==> config.mk <==
export PLATFORM = sky130hd
export DESIGN_NAME = msx_exec
export DESIGN_NICKNAME = d
export VERILOG_FILES = /design/src/msx_pkg.sv /design/src/msx_exec.sv
export SDC_FILE = /design/constraint.sdc
export NUM_CORES = 1
export LEC_CHECK = 0
export ABC_CLOCK_PERIOD_IN_PS = 7620
export BUFFER_PORTS_ARGS = -buffer_cell sky130_fd_sc_hd__buf_2
export CORE_MARGIN = 2
export CORE_UTILIZATION = 55
export CTS_CLUSTER_DIAMETER = 60
export CTS_CLUSTER_SIZE = 16
export DETAILED_ROUTE_END_ITERATION = 12
export GPL_ROUTABILITY_DRIVEN = 0
export GPL_TIMING_DRIVEN = 0
export HOLD_SLACK_MARGIN = 0.15
export PLACE_DENSITY_LB_ADDON = 0.08
export SLEW_MARGIN = 5
export SYNTH_ARGS = -nofsm -noshare
export SYNTH_HDL_FRONTEND = slang
export SYNTH_SLANG_ARGS = --single-unit
export TNS_END_PERCENT = 50
==> constraint.sdc <==
create_clock -name clock -period 7.62 [get_ports clock]
set_clock_uncertainty 0.15 [all_clocks]
set_input_delay 1.524 -clock clock [delete_from_list [all_inputs] [get_ports clock]]
set_output_delay 1.524 -clock clock [all_outputs]
set_load 0.005 [all_outputs]
==> src/msx_pkg.sv <==
// Constants and types for the store and multiply execution unit.
// Assumes a core that supplies one 16-bit instruction word per four-phase cycle.
// Contract
// RL1: Store copies accumulator into addressed file register.
// RL2: Access bit zero access bank, one bank select.
// RL3: Extended set, address up to 95: indexed.
// RL4: Multiply literal: accumulator times literal, unsigned.
// RL5: Literal product high and low bytes stored.
// RL6: Multiply literal leaves accumulator unchanged.
// RL7: Multiply register: accumulator times file register.
// RL8: Register product stored; accumulator, source unchanged.
// RL9: Multiplies touch no status flag at all.
// RL10: One word, one cycle, four phases.
package msx_pkg;
    localparam logic [6:0] MSX_OP_STORE = 7'h37;
    localparam logic [6:0] MSX_OP_MULREG = 7'h01;
    localparam logic [7:0] MSX_OP_MULLIT = 8'h0d;
    localparam logic [7:0] MSX_ILO_MAX = 8'h5f;
    localparam logic [7:0] MSX_ACCESS_SPLIT = 8'h80;
    localparam logic [3:0] MSX_ACCESS_HI_BANK = 4'hf;
    localparam logic [1:0] MSX_Q_LAST = 2'h3;
    localparam int MSX_INSTR_MSB = 15;
    localparam int MSX_OP7_LSB = 9;
    localparam int MSX_OP8_LSB = 8;
    localparam int MSX_ACCESS_BIT = 8;
    localparam int MSX_FILE_MSB = 7;
    localparam int MSX_FILE_LSB = 0;
    localparam logic [3:0] MSX_BANK_ZERO = 4'h0;
    typedef enum logic [1:0] {MSX_Q1, MSX_Q2, MSX_Q3, MSX_Q4} msx_phase_t;
    typedef enum logic [1:0] {MSX_NONE, MSX_STORE, MSX_MULLIT, MSX_MULREG} msx_kind_t;
    typedef struct packed {
        msx_phase_t phase;
        msx_kind_t kind;
        logic [11:0] addr;
        logic [7:0] operand;
        logic [15:0] product;
        logic [7:0] prod_hi;
        logic [7:0] prod_lo;
        logic wr_en;
        logic [11:0] wr_addr;
        logic [7:0] wr_data;
    } msx_state_t;
endpackage : msx_pkg

==> src/msx_exec.sv <==
// Execution unit for store-accumulator and the two unsigned multiplies.
// Assumes file reads answer combinationally within the read phase.
module msx_exec (
    input wire logic clock,
    input wire logic rst_n,
    input wire logic [15:0] instr,
    input wire logic [7:0] accum,
    input wire logic [3:0] bank_select_reg,
    input wire logic ext_set_en,
    input wire logic [7:0] fsr2_base,
    output logic [11:0] rd_addr,
    input wire logic [7:0] rd_data,
    output logic wr_en,
    output logic [11:0] wr_addr,
    output logic [7:0] wr_data,
    output logic [7:0] product_high_byte,
    output logic [7:0] product_low_byte,
    output logic [1:0] phase,
    output logic status_we
);
    import msx_pkg::*;
    msx_state_t s_r, s_nxt;
    logic [6:0] op_seven;
    logic [7:0] op_eight;
    logic access_sel;
    logic [7:0] file_field;
    msx_kind_t decoded_kind;

    // Fields are sliced once so that the decode and the checks read the same bits.
    assign op_seven = instr[MSX_INSTR_MSB:MSX_OP7_LSB];
    assign op_eight = instr[MSX_INSTR_MSB:MSX_OP8_LSB];
    assign access_sel = instr[MSX_ACCESS_BIT];
    assign file_field = instr[MSX_FILE_MSB:MSX_FILE_LSB];

    // RL1 RL4 RL7 opcode decode
    // Unknown opcodes decode to no operation, so the unit idles for that cycle.
    function automatic msx_kind_t decode_kind(input logic [6:0] op7, input logic [7:0] op8);
        if (op7 == MSX_OP_STORE) begin
            return MSX_STORE;
        end
        if (op8 == MSX_OP_MULLIT) begin
            return MSX_MULLIT;
        end
        if (op7 == MSX_OP_MULREG) begin
            return MSX_MULREG;
        end
        return MSX_NONE;
    endfunction : decode_kind

    assign decoded_kind = decode_kind(op_seven, op_eight);

    function automatic logic [11:0] resolve(input logic a, input logic [7:0] f,
                                            input logic [3:0] bank_sel, input logic ext,
                                            input logic [7:0] base);
        // RL3 indexed literal offset
        // The offset wraps inside bank zero; only the low byte of base plus offset is kept.
        if (!a && ext && f <= MSX_ILO_MAX) begin
            return {MSX_BANK_ZERO, 8'(base + f)};
        end
        // RL2 access bank split
        if (!a) begin
            return (f < MSX_ACCESS_SPLIT) ? {MSX_BANK_ZERO, f} : {MSX_ACCESS_HI_BANK, f};
        end
        // RL2 bank select register
        return {bank_sel, f};
    endfunction : resolve

    always_comb begin
        s_nxt = s_r;
        s_nxt.wr_en = 1'b0;
        // RL10 four phase sequence
        unique case (s_r.phase)
            MSX_Q1: begin
                s_nxt.phase = MSX_Q2;
                s_nxt.addr = resolve(access_sel, file_field, bank_select_reg, ext_set_en,
                                     fsr2_base);
                s_nxt.kind = decoded_kind;
            end
            MSX_Q2: begin
                s_nxt.phase = MSX_Q3;
                // RL7 RL4 operand read
                // The file answers combinationally, so read data must settle within Q2.
                s_nxt.operand = (s_r.kind == MSX_MULLIT) ? file_field : rd_data;
            end
            MSX_Q3: begin
                s_nxt.phase = MSX_Q4;
                // RL4 unsigned eight by eight
                // Both factors are widened first so the upper byte is never lost.
                s_nxt.product = 16'(accum) * 16'(s_r.operand);
            end
            MSX_Q4: begin
                s_nxt.phase = MSX_Q1;
                // RL5 RL8 product pair written
                if (s_r.kind == MSX_MULLIT || s_r.kind == MSX_MULREG) begin
                    s_nxt.prod_hi = s_r.product[15:8];
                    s_nxt.prod_lo = s_r.product[7:0];
                end
                // RL1 accumulator to file
                // The strobe is registered, so the file sees it one clock after Q4.
                if (s_r.kind == MSX_STORE) begin
                    s_nxt.wr_en = 1'b1;
                    s_nxt.wr_addr = s_r.addr;
                    s_nxt.wr_data = accum;
                end
            end
        endcase
    end

    always_ff @(posedge clock) begin
        if (!rst_n) s_r <= '0;
        else s_r <= s_nxt;
    end

    // Every output but the constant status_we comes straight from the state register, so none of them glitch.
    assign rd_addr = s_r.addr;
    assign wr_en = s_r.wr_en;
    assign wr_addr = s_r.wr_addr;
    assign wr_data = s_r.wr_data;
    assign product_high_byte = s_r.prod_hi;
    assign product_low_byte = s_r.prod_lo;
    assign phase = s_r.phase;
    // RL6 RL8 accumulator, source kept
    // There is no path back to the accumulator and a multiply never raises wr_en,
    // so neither the accumulator nor the source register can change.
    // RL9 no flag write
    assign status_we = 1'b0;
endmodule : msx_exec

==> results of run 1 <==
## metrics by stage
step	power (mW)	hold slack (ns)	utilization (%)
2_1_floorplan	1.06	0.275	-
3_3_place_gp	1.25	0.294	62.3
3_5_place_dp	1.27	0.298	62.3
4_1_cts	1.57	0.301	64.1
5_1_grt	1.71	0.313	64.1
6_report	1.55	0.301	64.1
## flip-flops by register name (all words and copies together) (netlist names)
register / count
wr_addr: 12
product_high_byte: 8
s_r: 26
product_low_byte: 8
wr_data: 8
wr_en: 1
phase: 2
rd_addr: 12
## tightest hold or removal path: stages, from the launching register on
cell and delay, ns:
dfxtp_1 0.32, nand2_1 0.05, a21oi_1 0.05
## area by class of cell
cell class	count	share of cell area, %
inverters	56	3.20
flip-flops and latches	77	23.5
clock buffers	9	1.89
clock inverters	7	0.973
repair buffers	97	7.40
multi-input cells	467	53.0
well taps	136	2.59
plain buffers	74	7.49
## where the power goes
group / switching, mW / internal, mW / total (mW) / leakage, nW
Sequential: 0.0577 / 0.454 / 0.511 / 0.626
Clock: 0.174 / 0.126 / 0.300 / 0.0903
Combinational: 0.416 / 0.327 / 0.743 / 2.48
## path summary, 6_finish.rpt
| check | from | endpoint | slack (ns) | cells past startpoint |
|---|---|---|---|---|
| min reg2reg | s_r[48] | product_high_byte[3] | 0.30 | 2 |
| min | s_r[48] | product_high_byte[3] | 0.30 | 2 |
| max | accum[0] | s_r[52] | 2.22 | 15 |
| max reg2reg | s_r[60] | s_r[52] | 3.08 | 14 |
## kinds of logic (layout without fill, tap and decap cells)
logic type | after synthesis | in the layout
adders and majority gates | 85 | 85
muxes | 20 | 20
buffers and inverters | 130 | 243
DFF | 77 | 77
and+or+nand+nor | 230 | 230
AOI/OAI and AO/OA | 121 | 121
other | 1 | 1
xor gates and xnor gates | 10 | 10
## layer usage
layer | wire length, um | up-vias | share of wire (%)
met5 | 0 | - | 0
met4 | 146 | 0 | 1.1
met3 | 545 | 10 | 4.2
met2 | 6640 | 104 | 51
met1 | 5710 | 2258 | 44
li1 | - | 2386 | -
## cell usage in the layout (no fill, tap or decap), types with 2 or more instances in the layout
master / Yosys / routed
a211oi_1: 11 / 11
a211oi_2: 2 / 2
mux2_1: 3 / 3
xnor2_1: 6 / 6
and3_1: 2 / 2
nand2_1: 105 / 105
nand2b_1: 4 / 4
ha_1: 48 / 48
fa_1: 37 / 37
clkbuf_1: 16 / 16
dfxtp_1: 77 / 77
nand3_1: 11 / 11
a311oi_1: 3 / 3
buf_2: 3 / 100
o2111ai_1: 2 / 2
nor3b_1: 2 / 2
a31oi_1: 2 / 2
buf_6: 2 / 2
clkbuf_8: 0 / 9
nor2b_1: 6 / 6
nor2_1: 33 / 33
and2_1: 55 / 55
a21o_1: 3 / 3
nor3_1: 4 / 4
inv_8: 0 / 2
nand4_1: 2 / 2
o211ai_1: 5 / 5
mux2i_1: 16 / 16
clkinvlp_4: 0 / 2
buf_4: 52 / 52
inv_1: 54 / 54
o21ai_0: 14 / 14
inv_2: 2 / 2
inv_6: 0 / 2
o21ai_1: 4 / 4
a21oi_1: 60 / 60
xor2_1: 4 / 4
==> results.tsv, run 1 <==
metric	value	unit
clockBufferDepth	2	
drt_wl_total	13000	um
post_synth_num_cell_types	57	
dr.pass1.iters	4	
area_growth	14.7	%
multi_input_area	3470	um2
avgSynthCellArea	8.48	um2
grt_pass1_wl	22400	um
globalRouteMet2Util	44.8	%
clkLatencyLatePin	0.36	ns
period_needed	5.40	ns
met3_usage	4.29	%
syn_nets	806	
grt_usage	24.9	%
die_area	11200	um2
cp-start-kind	input port	
cts_root_buf	clkbuf_8	
met1_usage	30.9	%
vdd_drop_max	0.000138	V
ys_seq_elements	77	
synthArstFlopShare	0	%
ctsHoldBuffers	0	
placed_area	6370	um2
io_pins	99	
tightest_slew	0.632	ns
fin_cells	923	
grt_setup_unrepaired	false	
finalCritPeriodShare	70.9	%
n_antenna_cell	0	
crit_family	adder cells	
drt_iter0_markers	174	
setup_tns	0	ns
routedWlPerCell	14.1	um
drive_above_1_share	22.6	%
cts.repair.resized	0	
fmax	0.185	GHz
setup_viol	0	
cp_max_fo	9	
fp.dieW	106	um
cp.required	7.72	ns
synth.largest_area_cell	dfxtp_1	
dp.final_hpwl	10500	um
cts_tree	built	
synth.cell_area	5720	um2
yosysWarningCount	0	
slowest_stage	fa_1	
ff_latch_area	1540	um2
grt_pass1_vias	4887	
crit_chain	buf_2 -> nand2_1 -> fa_1 -> fa_1 -> inv_1 -> fa_1 -> inv_1 -> fa_1 -> inv_1 -> ha_1 -> nand2_1 -> a211oi_2 -> o21ai_1 -> o21ai_1 -> or3b_1	
vias_per_cell	5.15	
synth_compound_area_share	13.0	%
synth_most_common_cell	nand2_1	
cts_buffers	9	
synth_xor_area_share	1.53	%
synthAdderAreaFrac	23.5	%
dp_cells	907	
overflow	0	
synth.top_cell.area_share	27.0	%
p_leak	3.20	nW
synthTopCellsByCount	105 x nand2_1, 77 x dfxtp_1, 60 x a21oi_1	
cp_data_arrival_time	5.51	ns
nets	914	
vias	4758	
start_util	55.9	%
hp-class	reg -> reg	
synth_edf_count	0	
drc	0	
grt_busiest_layer	met2	
path_class	in -> reg	
clock_tree.htree_level_count	3	
nFillCells	939	
ys_seq_area_share	27.0	%
syn_inst	674	
ys.flop_type	dfxtp_1	
clock_sinks	77	
path_clk_slew	0.09	ns
p_per_area	237	nW/um2
design_area	6560	um2
slew_headroom	57.9	%
maxSlewViolCount	0	
cp_num_buf_inv	4	
crit_top_cell	fa_1	
synth_area_leaders	dfxtp_1 27%, fa_1 13%, ha_1 11%	
worstSetupEndpointType	register	
grt_max_degree	17	
pre_cts_ws	1.84	ns
ant_nets	0	
synthSimpleGateAreaFrac	19.0	%
maxCapViolations	0	
critPathMaxStageDelay	0.54	ns
fin_ws	2.22	ns
rows	37	
synth_top_family_by_area	adder cells	
hold_viol	0	
synth.mux.area_fraction	3.65	%
die_h	106	um
status	complete, no violations	
core_region_area	10200	um2
cts_setup_buffers	0	
grt_antenna_before_repair	0	
io_buffers	97	
Note: power is estimated with default switching activity, not from simulation.
==> inputs of run 2 (changes only) <==
Settings changed: ABC_AREA from default to 1, ABC_CLOCK_PERIOD_IN_PS 7620 to 4560, CORE_UTILIZATION 55 to 52.
Clock period 7.62 ns to 4.56 ns, I/O delays scaled along.
==> run 2 against run 1 <==
- via count rose by 11%
- core utilization fell by 2.2 points
- largest power group unchanged
- first-iteration DRC count rose by 5.7%
- power rose by 91%
- die area rose by 13%
- setup slack got worse by 2.0 ns
- highest routed layer unchanged
- clock-buffer cell count did not move
- global-route usage fell by 2.2 points
- synthesized cell count rose by 32%
- critical endpoint unchanged
==> results.tsv, run 2 <==
metric	value	unit	change
cp_max_fo	9		unchanged
synth.cell_area	6150	um2	+7.5%
post_synth_num_cell_types	33		-42%
nets	1116		+22%
cts_setup_buffers	0		unchanged
p_int	1.76	mW	+94%
pwr-share-comb	49.7	%	+1.9 points
synth_edf_count	0		unchanged
rows	39		+5.4%
die_h	113	um	+6.4%
grt_setup_unrepaired	false		
cts_buffers	9		unchanged
start_util	53.6	%	-2.3 points
maxCapViolations	0		unchanged
area_growth	15.6	%	
synthTopCellsByCount	177 x nand2_1, 175 x inv_1, 127 x nor2_1		
drt_iter0_markers	184		+5.7%
ff_latch_area	1540	um2	unchanged
finalCritPeriodShare	95.4	%	
grt_max_degree	14		-3
cts_root_buf	clkbuf_16		
io_pins	99		unchanged
routedWlPerCell	11.8	um	-16%
setup_viol	0		unchanged
hp-class	reg -> reg		
avgSynthCellArea	6.91	um2	-18%
synth.top_cell.area_share	25.1	%	-1.9 points
pwr-share-seq	28.9	%	-4.0 points
io_buffers	88		-9.3%
ctsHoldBuffers	0		unchanged
clock_sinks	77		unchanged
cts_tree	built		
nFillCells	1120		+19%
rrSetupSlack	0.28	ns	-2.80 ns
grt_pass1_wl	23400	um	+4.5%
cp_num_buf_inv	5		+1
vias_per_cell	4.66		-9.6%
p_per_area	418	nW/um2	+76%
slew_headroom	62.1	%	+4.2 points
tightest_slew	0.569	ns	-0.0634 ns
mostFrequentLayoutCell	inv_1		
syn_nets	1021		+27%
p_leak	4.28	nW	+34%
core_region_area	11500	um2	+12%
ys_seq_area_share	25.1	%	-1.9 points
ys_seq_elements	77		unchanged
critPathMaxStageDelay	0.55	ns	about the same
overflow	0		unchanged
dr.pass1.iters	4		unchanged
placed_area	6790	um2	+6.5%
maxSlewViolCount	0		unchanged
grt_usage	22.7	%	-2.2 points
n_antenna_cell	0		unchanged
drc	0		unchanged
multi_input_area	3440	um2	-0.86%
cp.required	4.65	ns	-3.07 ns
dp.final_hpwl	10700	um	+2.3%
layout_common_cells	175 x inv_1, 172 x nand2_1, 127 x nor2_1		
clockBufferDepth	2		unchanged
synth.largest_area_cell	dfxtp_1		
ant_nets	0		unchanged
vias	5268		+11%
crit_family	adder cells		
cp-start-kind	input port		
ys.flop_type	dfxtp_1		
clock_tree.htree_level_count	3		unchanged
top_register	s_r		
grt_pass1_vias	4992		+2.1%
status	complete, no violations		
fp.dieW	113	um	+6.4%
fmax	0.230	GHz	
largest_register_ffs	26		unchanged
path_class	in -> reg		
p_clk_share	21.4	%	+2.1 points
grt_antenna_before_repair	0		unchanged
period_needed	4.35	ns	
p_sw_share	40.8	%	-0.88 points
synthArstFlopShare	0	%	unchanged
clkLatencyLatePin	0.34	ns	-0.02 ns
syn_inst	889		+32%
slowest_stage	fa_1		
design_area	7100	um2	+8.3%
die_area	12700	um2	+13%
drive_above_1_share	19.7	%	-2.9 points
p_switching	1.21	mW	+87%
crit_chain	clkbuf_4 -> nand2_1 -> inv_1 -> fa_1 -> fa_1 -> fa_1 -> inv_1 -> fa_1 -> inv_1 -> ha_4 -> nand2_1 -> nor2_2 -> and2_1 -> nand2_1 -> nand4_1 -> nand3_1 -> nand2_1 -> inv_1		
worstSetupEndpointType	register		
yosysWarningCount	0		unchanged
path_clk_slew	0.06	ns	-0.03 ns
setup_tns	0	ns	unchanged
synth_area_leaders	dfxtp_1 25%, fa_1 12%, nand2_1 11%		
vdd_drop_max	0.000312	V	+130%
synth_most_common_cell	nand2_1		
hold_viol	0		unchanged
cp_data_arrival_time	4.44	ns	-1.07 ns
drt_wl_total	13400	um	+2.6%
run 2: stage by stage:
step	power [mW]	cells	utilization [%]	hold WS [ns]	setup slack (ns)
finish	2.97	1131	62.0	0.329	0.211
global route	3.27	1131	62.0	0.348	0.00228
CTS	2.94	1135	61.5	0.329	0.0804
detailed placement	2.28	1120	59.2	0.320	-0.496
global placement	2.27	1120	59.2	0.312	-0.486
floorplan	1.94	889	-	0.306	0.0289
run 2: worst reg2reg max path: cells and delay by family (launching register included):
family / cells / cell delay, ns
flops: 1 / 0.30
fa+ha+maj: 5 / 2.31
simple gates: 8 / 0.86
buf+inv: 5 / 0.56
run 2: repair_timing:
item                                    in CTS  in global routing
gates cloned                                 0                  0
gates resized for setup                      3                 32
pin swaps                                    0                  5
endpoints found under the setup margin       5                  6
run 2: final timing paths:
kind            endpoint  cells past startpoint   startpoint
min          wr_addr[10]                      2  wr_addr[10]
min reg2reg  wr_addr[10]                      2  wr_addr[10]
max reg2reg      s_r[52]                     18      s_r[56]
max              s_r[52]                     18     accum[4]
run 2: power groups by stage:
stage	clock network, mW	logic (mW)	registers, mW
CTS	0.652	1.46	0.831
global placement	0	1.43	0.843
finish	0.636	1.47	0.858
global route	0.678	1.72	0.874
floorplan	0	1.12	0.828
detailed placement	0	1.43	0.845
run 2: layout make-up:
| type | count | share of cell area, % |
|---|---|---|
| buffer | 84 | 7.93 |
| clock buffer | 9 | 3.17 |
| clock inverter | 6 | 0.564 |
| inverter | 178 | 9.44 |
| multi-input combinational | 546 | 48.5 |
| sequential | 77 | 21.7 |
| tap | 143 | 2.52 |
| timing repair buffer | 88 | 6.20 |
run 2: per-layer routing:
| metal | vias to the layer above | GRT usage [%] | part of all wire (%) |
|---|---|---|---|
| met4 | 0 | 3.98 | 0.70 |
| li1 | 2811 | - | - |
| met1 | 2357 | 31.9 | 49 |
| met5 | - | 0 | 0 |
| met2 | 95 | 37.1 | 46 |
| met3 | 5 | 4.28 | 4.3 |
run 2: cells by family after synthesis:
group	after synthesis	synth area share, %
adders and majority gates	85	21.8
other	1	0.0610
DFF	77	25.1
AOI/OAI and AO/OA	88	8.08
buffers and inverters	266	19.7
xor gates and xnor gates	6	0.855
and+or+nand+nor	366	24.4
